<file path="src/inc/rlsr_pkg.sv">
// Constants and types shared by the radio link setup register bank
package rlsr_pkg;

	// Register offsets within the serial register map
	localparam logic [4:0] ADDR_WIDTH_CONFIG_OFS = 5'h03;
	localparam logic [4:0] RETRANSMIT_CONFIG_OFS = 5'h04;
	localparam logic [4:0] CHANNEL_SELECT_OFS    = 5'h05;
	localparam logic [4:0] RADIO_SETUP_OFS       = 5'h06;

	// Serial command byte layout: opcode in the top three bits
	localparam int         CMD_OP_LSB   = 5;
	localparam int         CMD_ADDR_LSB = 0;
	localparam logic [2:0] CMD_READ_OP  = 3'h0;
	localparam logic [2:0] CMD_WRITE_OP = 3'h1;

	// Field positions
	localparam int ADDR_WIDTH_LSB     = 0;
	localparam int RETX_DELAY_LSB     = 4;
	localparam int RETRY_LIMIT_LSB    = 0;
	localparam int CHANNEL_LSB        = 0;
	localparam int CARRIER_TONE_BIT   = 7;
	localparam int RATE_LOW_BIT       = 5;
	localparam int FORCE_LOCK_BIT     = 4;
	localparam int RATE_HIGH_BIT      = 3;
	localparam int TX_POWER_LSB       = 1;

	// Reset values
	localparam logic [1:0] ADDR_WIDTH_RST   = 2'h3;
	localparam logic [3:0] RETX_DELAY_RST   = 4'h0;
	localparam logic [3:0] RETRY_LIMIT_RST  = 4'h3;
	localparam logic [6:0] CHANNEL_RST      = 7'h02;
	localparam logic       CARRIER_TONE_RST = 1'h0;
	localparam logic       RATE_LOW_RST     = 1'h0;
	localparam logic       FORCE_LOCK_RST   = 1'h0;
	localparam logic       RATE_HIGH_RST    = 1'h1;
	localparam logic [1:0] TX_POWER_RST     = 2'h3;

	// Address width codes and the byte counts they select
	localparam logic [1:0] ADDR_WIDTH_ILLEGAL = 2'h0;
	localparam logic [1:0] ADDR_WIDTH_3B      = 2'h1;
	localparam logic [1:0] ADDR_WIDTH_4B      = 2'h2;
	localparam logic [1:0] ADDR_WIDTH_5B      = 2'h3;

	// Retransmit wait step: one code step at the system clock rate
	localparam int          CLK_FREQ_MHZ     = 50;
	localparam int          RETX_STEP_US     = 250;
	localparam logic [17:0] RETX_STEP_CYCLES = 18'(RETX_STEP_US * CLK_FREQ_MHZ);

	typedef enum logic [1:0] {
		ST_IDLE = 2'b00,
		ST_WR   = 2'b01,
		ST_RD   = 2'b10,
		ST_SKIP = 2'b11
	} rlsr_state_type;

	typedef enum logic [1:0] {
		RATE_1M   = 2'b00,
		RATE_2M   = 2'b01,
		RATE_250K = 2'b10
	} rlsr_rate_type;

endpackage

</file>
<file path="src/hdl/rlsr_regs.sv">
// Radio link setup registers with serial command decode and decoded settings
`timescale 1ns/1ps
// Notes on behaviour
// - Width code 01/10/11 selects 3/4/5 address bytes; 00 illegal; reset 11.
// - Below five bytes, only the low bytes of each address are used.
// - Retransmit wait is 250 us times code plus one, end to start.
// - Retry count 0 to 15 after failed acknowledge; 0 disables; reset 0011.
// - Seven-bit channel field, reset 0000010; bit 7 reserved zero.
// - Carrier test tone bit emits unmodulated carrier; reset zero.
// - Rate bits: 00 1 Mbps, 01 2 Mbps, 10 250 kbps; reset 2 Mbps.
// - Low-rate select overrides high-rate select; 11 reserved for software.
// - Bit 4 of radio setup forces synthesizer lock; test only, reset zero.
// - Power code 00..11 gives -18, -12, -6, 0 dBm; reset 11.
// - Registers are reached only through serial read and write commands.
// - Undefined bit positions and unmapped registers read as zero.
module rlsr_regs (
	input  wire logic        MCLK_IN,
	input  wire logic        RST_B_IN,
	input  wire logic        SPI_SCK_IN,
	input  wire logic        SPI_CSN_B_IN,
	input  wire logic        SPI_MOSI_IN,
	output logic             SPI_MISO_OUT,
	output logic             SPI_MISO_OE_B_OUT,
	output logic [2:0]       ADDR_WIDTH_BYTES_OUT,
	output logic [4:0]       ADDR_BYTE_MASK_OUT,
	output logic             ADDR_WIDTH_ILLEGAL_OUT,
	output logic [17:0]      RETX_DELAY_CYCLES_OUT,
	output logic [3:0]       RETRY_LIMIT_OUT,
	output logic             RETX_ENABLE_OUT,
	output logic [6:0]       CHANNEL_OUT,
	output logic             CARRIER_TEST_TONE_OUT,
	output logic [1:0]       DATA_RATE_OUT,
	output logic             FORCE_SYNTH_LOCK_OUT,
	output logic [1:0]       TX_POWER_LEVEL_OUT
);

	logic                   cs_active;
	logic                   byte_done;
	logic [7:0]             rx_byte;
	logic                   miso;
	logic                   tx_load_ff;
	logic [7:0]             tx_byte;
	rlsr_pkg::rlsr_state_type state_ff;
	logic [4:0]             cmd_addr_ff;
	logic [2:0]             cmd_op;
	logic                   wr_stb;

	logic [1:0]             addr_width_code_ff;
	logic [3:0]             retransmit_delay_ff;
	logic [3:0]             retry_count_limit_ff;
	logic [6:0]             channel_select_ff;
	logic                   carrier_test_tone_ff;
	logic                   rate_low_select_ff;
	logic                   force_lock_ff;
	logic                   rate_high_select_ff;
	logic [1:0]             tx_power_level_ff;

	logic [2:0]             nxt_width_bytes;
	logic [4:0]             nxt_byte_mask;
	logic [1:0]             nxt_rate;

	rlsr_spi_port u_spi (
		.clk_in        (MCLK_IN),
		.rst_b_in      (RST_B_IN),
		.sck_in        (SPI_SCK_IN),
		.csn_b_in      (SPI_CSN_B_IN),
		.mosi_in       (SPI_MOSI_IN),
		.tx_load_in    (tx_load_ff),
		.tx_byte_in    (tx_byte),
		.cs_active_out (cs_active),
		.byte_done_out (byte_done),
		.rx_byte_out   (rx_byte),
		.miso_out      (miso)
	);

	assign cmd_op = rx_byte[rlsr_pkg::CMD_OP_LSB +: 3];
	assign wr_stb = byte_done && (state_ff == rlsr_pkg::ST_WR);

	// Command sequencer: one command byte, then at most one data byte counts
	always_ff @(posedge MCLK_IN or negedge RST_B_IN) begin
		if (!RST_B_IN) begin
			state_ff    <= rlsr_pkg::ST_IDLE;
			cmd_addr_ff <= 5'h00;
			tx_load_ff  <= 1'b0;
		end else if (!cs_active) begin
			state_ff   <= rlsr_pkg::ST_IDLE;
			tx_load_ff <= 1'b0;
		end else begin
			tx_load_ff <= byte_done && (state_ff == rlsr_pkg::ST_IDLE) &&
				(cmd_op == rlsr_pkg::CMD_READ_OP);
			if (byte_done) begin
				unique case (state_ff)
					rlsr_pkg::ST_IDLE: begin
						cmd_addr_ff <= rx_byte[rlsr_pkg::CMD_ADDR_LSB +: 5];
						if (cmd_op == rlsr_pkg::CMD_READ_OP) begin
							state_ff <= rlsr_pkg::ST_RD;
						end else if (cmd_op == rlsr_pkg::CMD_WRITE_OP) begin
							state_ff <= rlsr_pkg::ST_WR;
						end else begin
							state_ff <= rlsr_pkg::ST_SKIP;
						end
					end
					rlsr_pkg::ST_WR:   state_ff <= rlsr_pkg::ST_SKIP;
					rlsr_pkg::ST_RD:   state_ff <= rlsr_pkg::ST_SKIP;
					rlsr_pkg::ST_SKIP: state_ff <= rlsr_pkg::ST_SKIP;
				endcase
			end
		end
	end

	// Register writes; reserved bits are not stored
	always_ff @(posedge MCLK_IN or negedge RST_B_IN) begin
		if (!RST_B_IN) begin
			addr_width_code_ff   <= rlsr_pkg::ADDR_WIDTH_RST;
			retransmit_delay_ff  <= rlsr_pkg::RETX_DELAY_RST;
			retry_count_limit_ff <= rlsr_pkg::RETRY_LIMIT_RST;
			channel_select_ff    <= rlsr_pkg::CHANNEL_RST;
			carrier_test_tone_ff <= rlsr_pkg::CARRIER_TONE_RST;
			rate_low_select_ff   <= rlsr_pkg::RATE_LOW_RST;
			force_lock_ff        <= rlsr_pkg::FORCE_LOCK_RST;
			rate_high_select_ff  <= rlsr_pkg::RATE_HIGH_RST;
			tx_power_level_ff    <= rlsr_pkg::TX_POWER_RST;
		end else if (wr_stb) begin
			unique case (cmd_addr_ff)
				rlsr_pkg::ADDR_WIDTH_CONFIG_OFS: begin
					addr_width_code_ff <= rx_byte[rlsr_pkg::ADDR_WIDTH_LSB +: 2];
				end
				rlsr_pkg::RETRANSMIT_CONFIG_OFS: begin
					retransmit_delay_ff  <= rx_byte[rlsr_pkg::RETX_DELAY_LSB +: 4];
					retry_count_limit_ff <= rx_byte[rlsr_pkg::RETRY_LIMIT_LSB +: 4];
				end
				rlsr_pkg::CHANNEL_SELECT_OFS: begin
					channel_select_ff <= rx_byte[rlsr_pkg::CHANNEL_LSB +: 7];
				end
				rlsr_pkg::RADIO_SETUP_OFS: begin
					carrier_test_tone_ff <= rx_byte[rlsr_pkg::CARRIER_TONE_BIT];
					rate_low_select_ff   <= rx_byte[rlsr_pkg::RATE_LOW_BIT];
					force_lock_ff        <= rx_byte[rlsr_pkg::FORCE_LOCK_BIT];
					rate_high_select_ff  <= rx_byte[rlsr_pkg::RATE_HIGH_BIT];
					tx_power_level_ff    <= rx_byte[rlsr_pkg::TX_POWER_LSB +: 2];
				end
				default: begin
					// Other map entries live outside this bank
				end
			endcase
		end
	end

	// Read-back image; unmapped and reserved bits read zero
	always_comb begin
		tx_byte = 8'h00;
		unique case (cmd_addr_ff)
			rlsr_pkg::ADDR_WIDTH_CONFIG_OFS: begin
				tx_byte[rlsr_pkg::ADDR_WIDTH_LSB +: 2] = addr_width_code_ff;
			end
			rlsr_pkg::RETRANSMIT_CONFIG_OFS: begin
				tx_byte[rlsr_pkg::RETX_DELAY_LSB +: 4]  = retransmit_delay_ff;
				tx_byte[rlsr_pkg::RETRY_LIMIT_LSB +: 4] = retry_count_limit_ff;
			end
			rlsr_pkg::CHANNEL_SELECT_OFS: begin
				tx_byte[rlsr_pkg::CHANNEL_LSB +: 7] = channel_select_ff;
			end
			rlsr_pkg::RADIO_SETUP_OFS: begin
				tx_byte[rlsr_pkg::CARRIER_TONE_BIT]  = carrier_test_tone_ff;
				tx_byte[rlsr_pkg::RATE_LOW_BIT]      = rate_low_select_ff;
				tx_byte[rlsr_pkg::FORCE_LOCK_BIT]    = force_lock_ff;
				tx_byte[rlsr_pkg::RATE_HIGH_BIT]     = rate_high_select_ff;
				tx_byte[rlsr_pkg::TX_POWER_LSB +: 2] = tx_power_level_ff;
			end
			default: begin
				tx_byte = 8'h00;
			end
		endcase
	end

	// Decode of address width into byte count and used-byte mask
	always_comb begin
		unique case (addr_width_code_ff)
			rlsr_pkg::ADDR_WIDTH_3B: begin
				nxt_width_bytes = 3'h3;
				nxt_byte_mask   = 5'h07;
			end
			rlsr_pkg::ADDR_WIDTH_4B: begin
				nxt_width_bytes = 3'h4;
				nxt_byte_mask   = 5'h0f;
			end
			rlsr_pkg::ADDR_WIDTH_5B: begin
				nxt_width_bytes = 3'h5;
				nxt_byte_mask   = 5'h1f;
			end
			rlsr_pkg::ADDR_WIDTH_ILLEGAL: begin
				nxt_width_bytes = 3'h0;
				nxt_byte_mask   = 5'h00;
			end
		endcase
	end

	// Low-rate select wins over high-rate select
	always_comb begin
		if (rate_low_select_ff) begin
			nxt_rate = rlsr_pkg::RATE_250K;
		end else if (rate_high_select_ff) begin
			nxt_rate = rlsr_pkg::RATE_2M;
		end else begin
			nxt_rate = rlsr_pkg::RATE_1M;
		end
	end

	// Settings presented to the radio core
	always_ff @(posedge MCLK_IN or negedge RST_B_IN) begin
		if (!RST_B_IN) begin
			ADDR_WIDTH_BYTES_OUT   <= 3'h5;
			ADDR_BYTE_MASK_OUT     <= 5'h1f;
			ADDR_WIDTH_ILLEGAL_OUT <= 1'b0;
			RETX_DELAY_CYCLES_OUT  <= rlsr_pkg::RETX_STEP_CYCLES;
			RETRY_LIMIT_OUT        <= rlsr_pkg::RETRY_LIMIT_RST;
			RETX_ENABLE_OUT        <= 1'b1;
			CHANNEL_OUT            <= rlsr_pkg::CHANNEL_RST;
			CARRIER_TEST_TONE_OUT  <= rlsr_pkg::CARRIER_TONE_RST;
			DATA_RATE_OUT          <= rlsr_pkg::RATE_2M;
			FORCE_SYNTH_LOCK_OUT   <= rlsr_pkg::FORCE_LOCK_RST;
			TX_POWER_LEVEL_OUT     <= rlsr_pkg::TX_POWER_RST;
		end else begin
			ADDR_WIDTH_BYTES_OUT   <= nxt_width_bytes;
			ADDR_BYTE_MASK_OUT     <= nxt_byte_mask;
			ADDR_WIDTH_ILLEGAL_OUT <= (addr_width_code_ff == rlsr_pkg::ADDR_WIDTH_ILLEGAL);
			RETX_DELAY_CYCLES_OUT  <= rlsr_pkg::RETX_STEP_CYCLES *
				({14'h0000, retransmit_delay_ff} + 18'h00001);
			RETRY_LIMIT_OUT        <= retry_count_limit_ff;
			RETX_ENABLE_OUT        <= (retry_count_limit_ff != 4'h0);
			CHANNEL_OUT            <= channel_select_ff;
			CARRIER_TEST_TONE_OUT  <= carrier_test_tone_ff;
			DATA_RATE_OUT          <= nxt_rate;
			FORCE_SYNTH_LOCK_OUT   <= force_lock_ff;
			TX_POWER_LEVEL_OUT     <= tx_power_level_ff;
		end
	end

	// Pin driver: enable low while selected
	always_ff @(posedge MCLK_IN or negedge RST_B_IN) begin
		if (!RST_B_IN) begin
			SPI_MISO_OUT      <= 1'b0;
			SPI_MISO_OE_B_OUT <= 1'b1;
		end else begin
			SPI_MISO_OUT      <= miso;
			SPI_MISO_OE_B_OUT <= ~cs_active;
		end
	end
endmodule

</file>
<file path="src/hdl/rlsr_spi_port.sv">
// Serial peripheral port: pin synchronisers, byte shifter, read-back shifter
`timescale 1ns/1ps
module rlsr_spi_port (
	input  wire logic       clk_in,
	input  wire logic       rst_b_in,
	input  wire logic       sck_in,
	input  wire logic       csn_b_in,
	input  wire logic       mosi_in,
	input  wire logic       tx_load_in,
	input  wire logic [7:0] tx_byte_in,
	output logic            cs_active_out,
	output logic            byte_done_out,
	output logic [7:0]      rx_byte_out,
	output logic            miso_out
);

	logic       sck_meta_ff;
	logic       sck_sync_ff;
	logic       sck_prev_ff;
	logic       csn_b_meta_ff;
	logic       csn_b_sync_ff;
	logic       mosi_meta_ff;
	logic       mosi_sync_ff;
	logic [2:0] bit_cnt_ff;
	logic [7:0] rx_sr_ff;
	logic [7:0] tx_sr_ff;
	logic       byte_done_ff;
	logic       sck_rise;
	logic       sck_fall;

	// Two-stage synchronisers on every pin
	always_ff @(posedge clk_in or negedge rst_b_in) begin
		if (!rst_b_in) begin
			sck_meta_ff   <= 1'b0;
			sck_sync_ff   <= 1'b0;
			sck_prev_ff   <= 1'b0;
			csn_b_meta_ff <= 1'b1;
			csn_b_sync_ff <= 1'b1;
			mosi_meta_ff  <= 1'b0;
			mosi_sync_ff  <= 1'b0;
		end else begin
			sck_meta_ff   <= sck_in;
			sck_sync_ff   <= sck_meta_ff;
			sck_prev_ff   <= sck_sync_ff;
			csn_b_meta_ff <= csn_b_in;
			csn_b_sync_ff <= csn_b_meta_ff;
			mosi_meta_ff  <= mosi_in;
			mosi_sync_ff  <= mosi_meta_ff;
		end
	end

	assign sck_rise      = sck_sync_ff & ~sck_prev_ff;
	assign sck_fall      = ~sck_sync_ff & sck_prev_ff;
	assign cs_active_out = ~csn_b_sync_ff;

	// Sample on rising clock edge, MSB first
	always_ff @(posedge clk_in or negedge rst_b_in) begin
		if (!rst_b_in) begin
			bit_cnt_ff   <= 3'h0;
			rx_sr_ff     <= 8'h00;
			byte_done_ff <= 1'b0;
		end else if (!cs_active_out) begin
			bit_cnt_ff   <= 3'h0;
			rx_sr_ff     <= 8'h00;
			byte_done_ff <= 1'b0;
		end else begin
			byte_done_ff <= sck_rise && (bit_cnt_ff == 3'h7);
			if (sck_rise) begin
				rx_sr_ff   <= {rx_sr_ff[6:0], mosi_sync_ff};
				bit_cnt_ff <= bit_cnt_ff + 3'h1;
			end
		end
	end

	// Shift out on falling edge, except at a byte boundary
	always_ff @(posedge clk_in or negedge rst_b_in) begin
		if (!rst_b_in) begin
			tx_sr_ff <= 8'h00;
		end else if (!cs_active_out) begin
			tx_sr_ff <= 8'h00;
		end else if (tx_load_in) begin
			tx_sr_ff <= tx_byte_in;
		end else if (sck_fall && (bit_cnt_ff != 3'h0)) begin
			tx_sr_ff <= {tx_sr_ff[6:0], 1'b0};
		end
	end

	assign byte_done_out = byte_done_ff;
	assign rx_byte_out   = rx_sr_ff;
	assign miso_out      = tx_sr_ff[7];

endmodule

</file>
<file path="config.mk">
export PLATFORM = sky130hd
export DESIGN_NAME = rlsr_regs
export DESIGN_NICKNAME = d
export VERILOG_FILES = /design/src/inc/rlsr_pkg.sv /design/src/hdl/rlsr_regs.sv /design/src/hdl/rlsr_spi_port.sv
export SDC_FILE = /design/constraint.sdc
export NUM_CORES = 1
export LEC_CHECK = 0
export BUFFER_PORTS_ARGS = -buffer_cell sky130_fd_sc_hd__buf_2
export CAP_MARGIN = 20
export CORE_MARGIN = 10
export CORE_UTILIZATION = 54
export CTS_BUF_LIST = sky130_fd_sc_hd__clkbuf_4 sky130_fd_sc_hd__clkbuf_8
export DETAILED_ROUTE_END_ITERATION = 6
export PLACE_DENSITY = 0.89
export SYNTH_ARGS = -nofsm -noshare
export SYNTH_HDL_FRONTEND = slang
export SYNTH_SLANG_ARGS = --single-unit
</file>
<file path="constraint.sdc">
create_clock -name MCLK_IN -period 3.13 [get_ports MCLK_IN]
set_input_delay 0.1565 -clock MCLK_IN [delete_from_list [all_inputs] [get_ports MCLK_IN]]
set_output_delay 0.1565 -clock MCLK_IN [all_outputs]
set_load 0.05 [all_outputs]
</file>
==> metrics.txt <==
dpl hpwl 6.123 mm; layout cells sized above 1 40.86%; DP Area 4783 sq um; Avg Cell Area, Syn 12.60 sq um; max-cap violation count 0; Seq cells post-synth 100; non-filler cells, final 523; Seq/Total Area, Yosys 57.52%; GRT overflow 0; dpl cells 494; Total Wirelength 10.33 mm; max-slew violation count 0; vias per cell 5.671; Root Driver clkbuf_8; CTS Sinks 100; Tcrit/Tclk final 100.1%; Critical Setup Path Class flip-flop to flip-flop; reg2reg path depth 13; Die Y-Extent 110.4 um; diodes inserted 0; Pwr Density 408.8 nW/um^2; fin nets 455; fill count 530; dpl ws -0.1706 ns; Req. time, crit path 3.42 ns; Tmin final 3.135 ns; Post-synth EDFFs 0; largest net degree at the start of global routing 90; Main synth FF type dfrtp_1; HP Class input port to asynchronous set/reset pin; Slew @ Worst Pin 0.7579 ns; Core ar. 7848 sq um; failing checks negative setup slack; crit path buf inv count 2; critical path fanouts, max 4; Die X 110.4 um; Starting Density 56.22%; peak supply drop 0.0002957 V; r2r setup slk -0.005 ns; Routed Antenna Nets 0; Register Area 2540 sq um; Post-Syn Instances 350; worst-path cell chain buf_6 > nand3_1 > xor2_2 > inv_2 > ha_4 > xor2_1 > ha_1 > ha_2 > or3_4 > o221ai_4 > nor3_1 > o31ai_2 > xnor2_1; CP max-delay cell dfrtp_1; total CTS buffers 9; Post-synth ARST share 100.0%; Worst-path clk slew 0.10 ns; first-pass GRT wire length 15.30 mm; Die Area 12180 sq um; initial detailed-routing violation count 165; IO Pins 52; Crit path largest cell delay 0.43 ns; Crit path max-delay family adder cells; Fmax achieved 0.3190 GHz; Post-Layout Inst Area 5285 sq um; Slew headroom 49.47%; Avg WL per Cell 19.75 um; arrival time at the worst endpoint 3.43 ns; Crit Reg-Reg Endpoint RETX_DELAY_CYCLES_OUT[16]; Post-Syn Area 4412 sq um; Netlist cell types 49; Setup crit end kind flip-flop; Net Switching 0.5258 mW; total track usage 16.07%; clock power share 36.1%; CTS tree yes; final worst slack -0.004561 ns; Placer Congestion 0.8769; initial antenna violation count 0; 1st-pass router iterations 5; Multi-input gate area 1963 sq um; leakage 2.630 nW; Synthesis Warnings 0; Logic pwr share 3.2%; status finished, violations left; H-tree lvl count 3; Seq pwr share 60.7%; Port Buffer Count 49; final hold vios 0; clock buffer depth 2; drt drc 0; Rows 32; internal power 1.635 mW; clock network latency to the later pin of the worst-skew pair 0.37 ns; RSZ-0062 raised after global routing yes; final setup vio count 1; Reg-to-Reg Start retransmit_delay_ff[1]; number of global-route vias before repair 3004; Layout area overhead 19.80%; sw frac 24.34%; routed vias 2966; Design Power 2.160 mW; Setup crit start kind flip-flop; Final Skew 0.01655 ns
==> cell usage after synthesis (all sizes together), types with 2 or more instances <==
master	n	area share, %
or2	2	0.28
nand2	39	3.5
dfstp	28	17
a21oi	15	1.7
a221o	4	0.91
and3	2	0.28
and2	2	0.28
nand2b	6	0.85
buf	6	0.96
inv	12	1.0
and3b	2	0.40
a21o	4	0.68
and4b	2	0.45
o21ai	12	1.4
a31oi	4	0.57
xor2	6	1.2
a22oi	6	1.0
nor2b	5	0.71
clkbuf	9	0.77
ha	33	9.4
xnor2	10	2.0
dfrtp	72	41
nand3	2	0.51
mux2	31	7.9
nor2	16	1.7
nor3	3	0.45
==> area by class of cell <==
cell class                 count  area share, %
timing repair buffer          68          7.955
multi-input combinational    225          37.14
tap                          102          2.415
clock buffer                  10          2.486
sequential                   100          48.06
inverter                      12         0.9233
clock inverter                 6          1.018
==> flip-flops by register name, summed over array words and instances, names as in the netlist, 2 cells and up <==
register	count
cmd_addr_ff	5
u_spi.tx_sr_ff	8
u_spi.bit_cnt_ff	3
retransmit_delay_ff	4
TX_POWER_LEVEL_OUT	2
tx_power_level_ff	2
state_ff	2
addr_width_code_ff	2
channel_select_ff	7
u_spi.rx_byte_out	8
RETX_DELAY_CYCLES_OUT	16
CHANNEL_OUT	7
ADDR_WIDTH_BYTES_OUT	2
RETRY_LIMIT_OUT	4
ADDR_BYTE_MASK_OUT	3
DATA_RATE_OUT	2
retry_count_limit_ff	4
==> per-stage QoR <==
stage | hold slack [ns] | utilization [%] | setup TNS (ns)
finish | 0.3499 | 67.35 | -0.004561
global route | 0.3639 | 67.35 | -0.1667
CTS | 0.02212 | 65.74 | 0
detailed placement | 0.2627 | 60.95 | -0.3053
global placement | 0.2618 | 60.95 | -0.01599
floorplan | -0.1391 | - | 0
==> metal layers <==
metal  GRT usage, %  wire [um]
met1          19.94       4093
met2          26.73       5253
met3          4.121        759
met4          5.505        224
met5              0          0
==> power groups by stage <==
stage | Combinational (mW) | Clock [mW] | Sequential [mW]
2_1_floorplan | 0.0264 | 0 | 1.34
3_3_place_gp | 0.0576 | 0 | 1.33
3_5_place_dp | 0.0593 | 0 | 1.33
4_1_cts | 0.0646 | 0.787 | 1.31
5_1_grt | 0.0778 | 0.840 | 1.31
6_report | 0.0688 | 0.780 | 1.31
==> placed cells by master, fill, tap and decap left out, types with 9 or more instances in the layout <==
master	synthesis	final
a21oi_1	15	15
buf_2	1	48
buf_4	5	13
clkbuf_8	0	9
dfrtp_1	72	70
dfstp_2	28	28
ha_1	33	20
ha_4	0	9
inv_1	12	9
mux2_2	30	30
nand2_1	38	37
nor2_1	15	15
o21ai_0	12	11
xnor2_1	10	9
==> cell families (layout without fill, tap and decap cells) <==
group,Yosys count,in the layout,synth area share [%]
DFF,100,100,57.52
other,1,3,0.08500
xor gates and xnor gates,16,16,3.176
and+or+nand+nor,86,86,10.64
AOI/OAI and AO/OA,55,55,8.112
adders and majority gates,34,34,9.813
muxes,31,31,7.913
buffers and inverters,27,96,2.751
==> worst max-delay path by stage <==
stage,from,to,slack [ns],cells after the start
floorplan,retransmit_delay_ff[0],RETX_DELAY_CYCLES_OUT[17],0.02,12
global placement,retransmit_delay_ff[0],RETX_DELAY_CYCLES_OUT[16],-0.02,12
detailed placement,retransmit_delay_ff[0],RETX_DELAY_CYCLES_OUT[16],-0.17,12
CTS,retransmit_delay_ff[1],RETX_DELAY_CYCLES_OUT[17],0.02,14
global route,retransmit_delay_ff[1],RETX_DELAY_CYCLES_OUT[16],-0.07,13
finish,retransmit_delay_ff[1],RETX_DELAY_CYCLES_OUT[16],-0.005,13
==> repair_timing <==
item / CTS / global route
buffers inserted: 5 / 4
setup endpoints to repair: 5 / 5
pin swaps: 9 / 7
hold endpoints to repair: 3 / 35
hold buffers: 3 / 1
resized for setup: 17 / 15
cloned: 0 / 0
No activity file was read; power rests on OpenSTA's default activity.
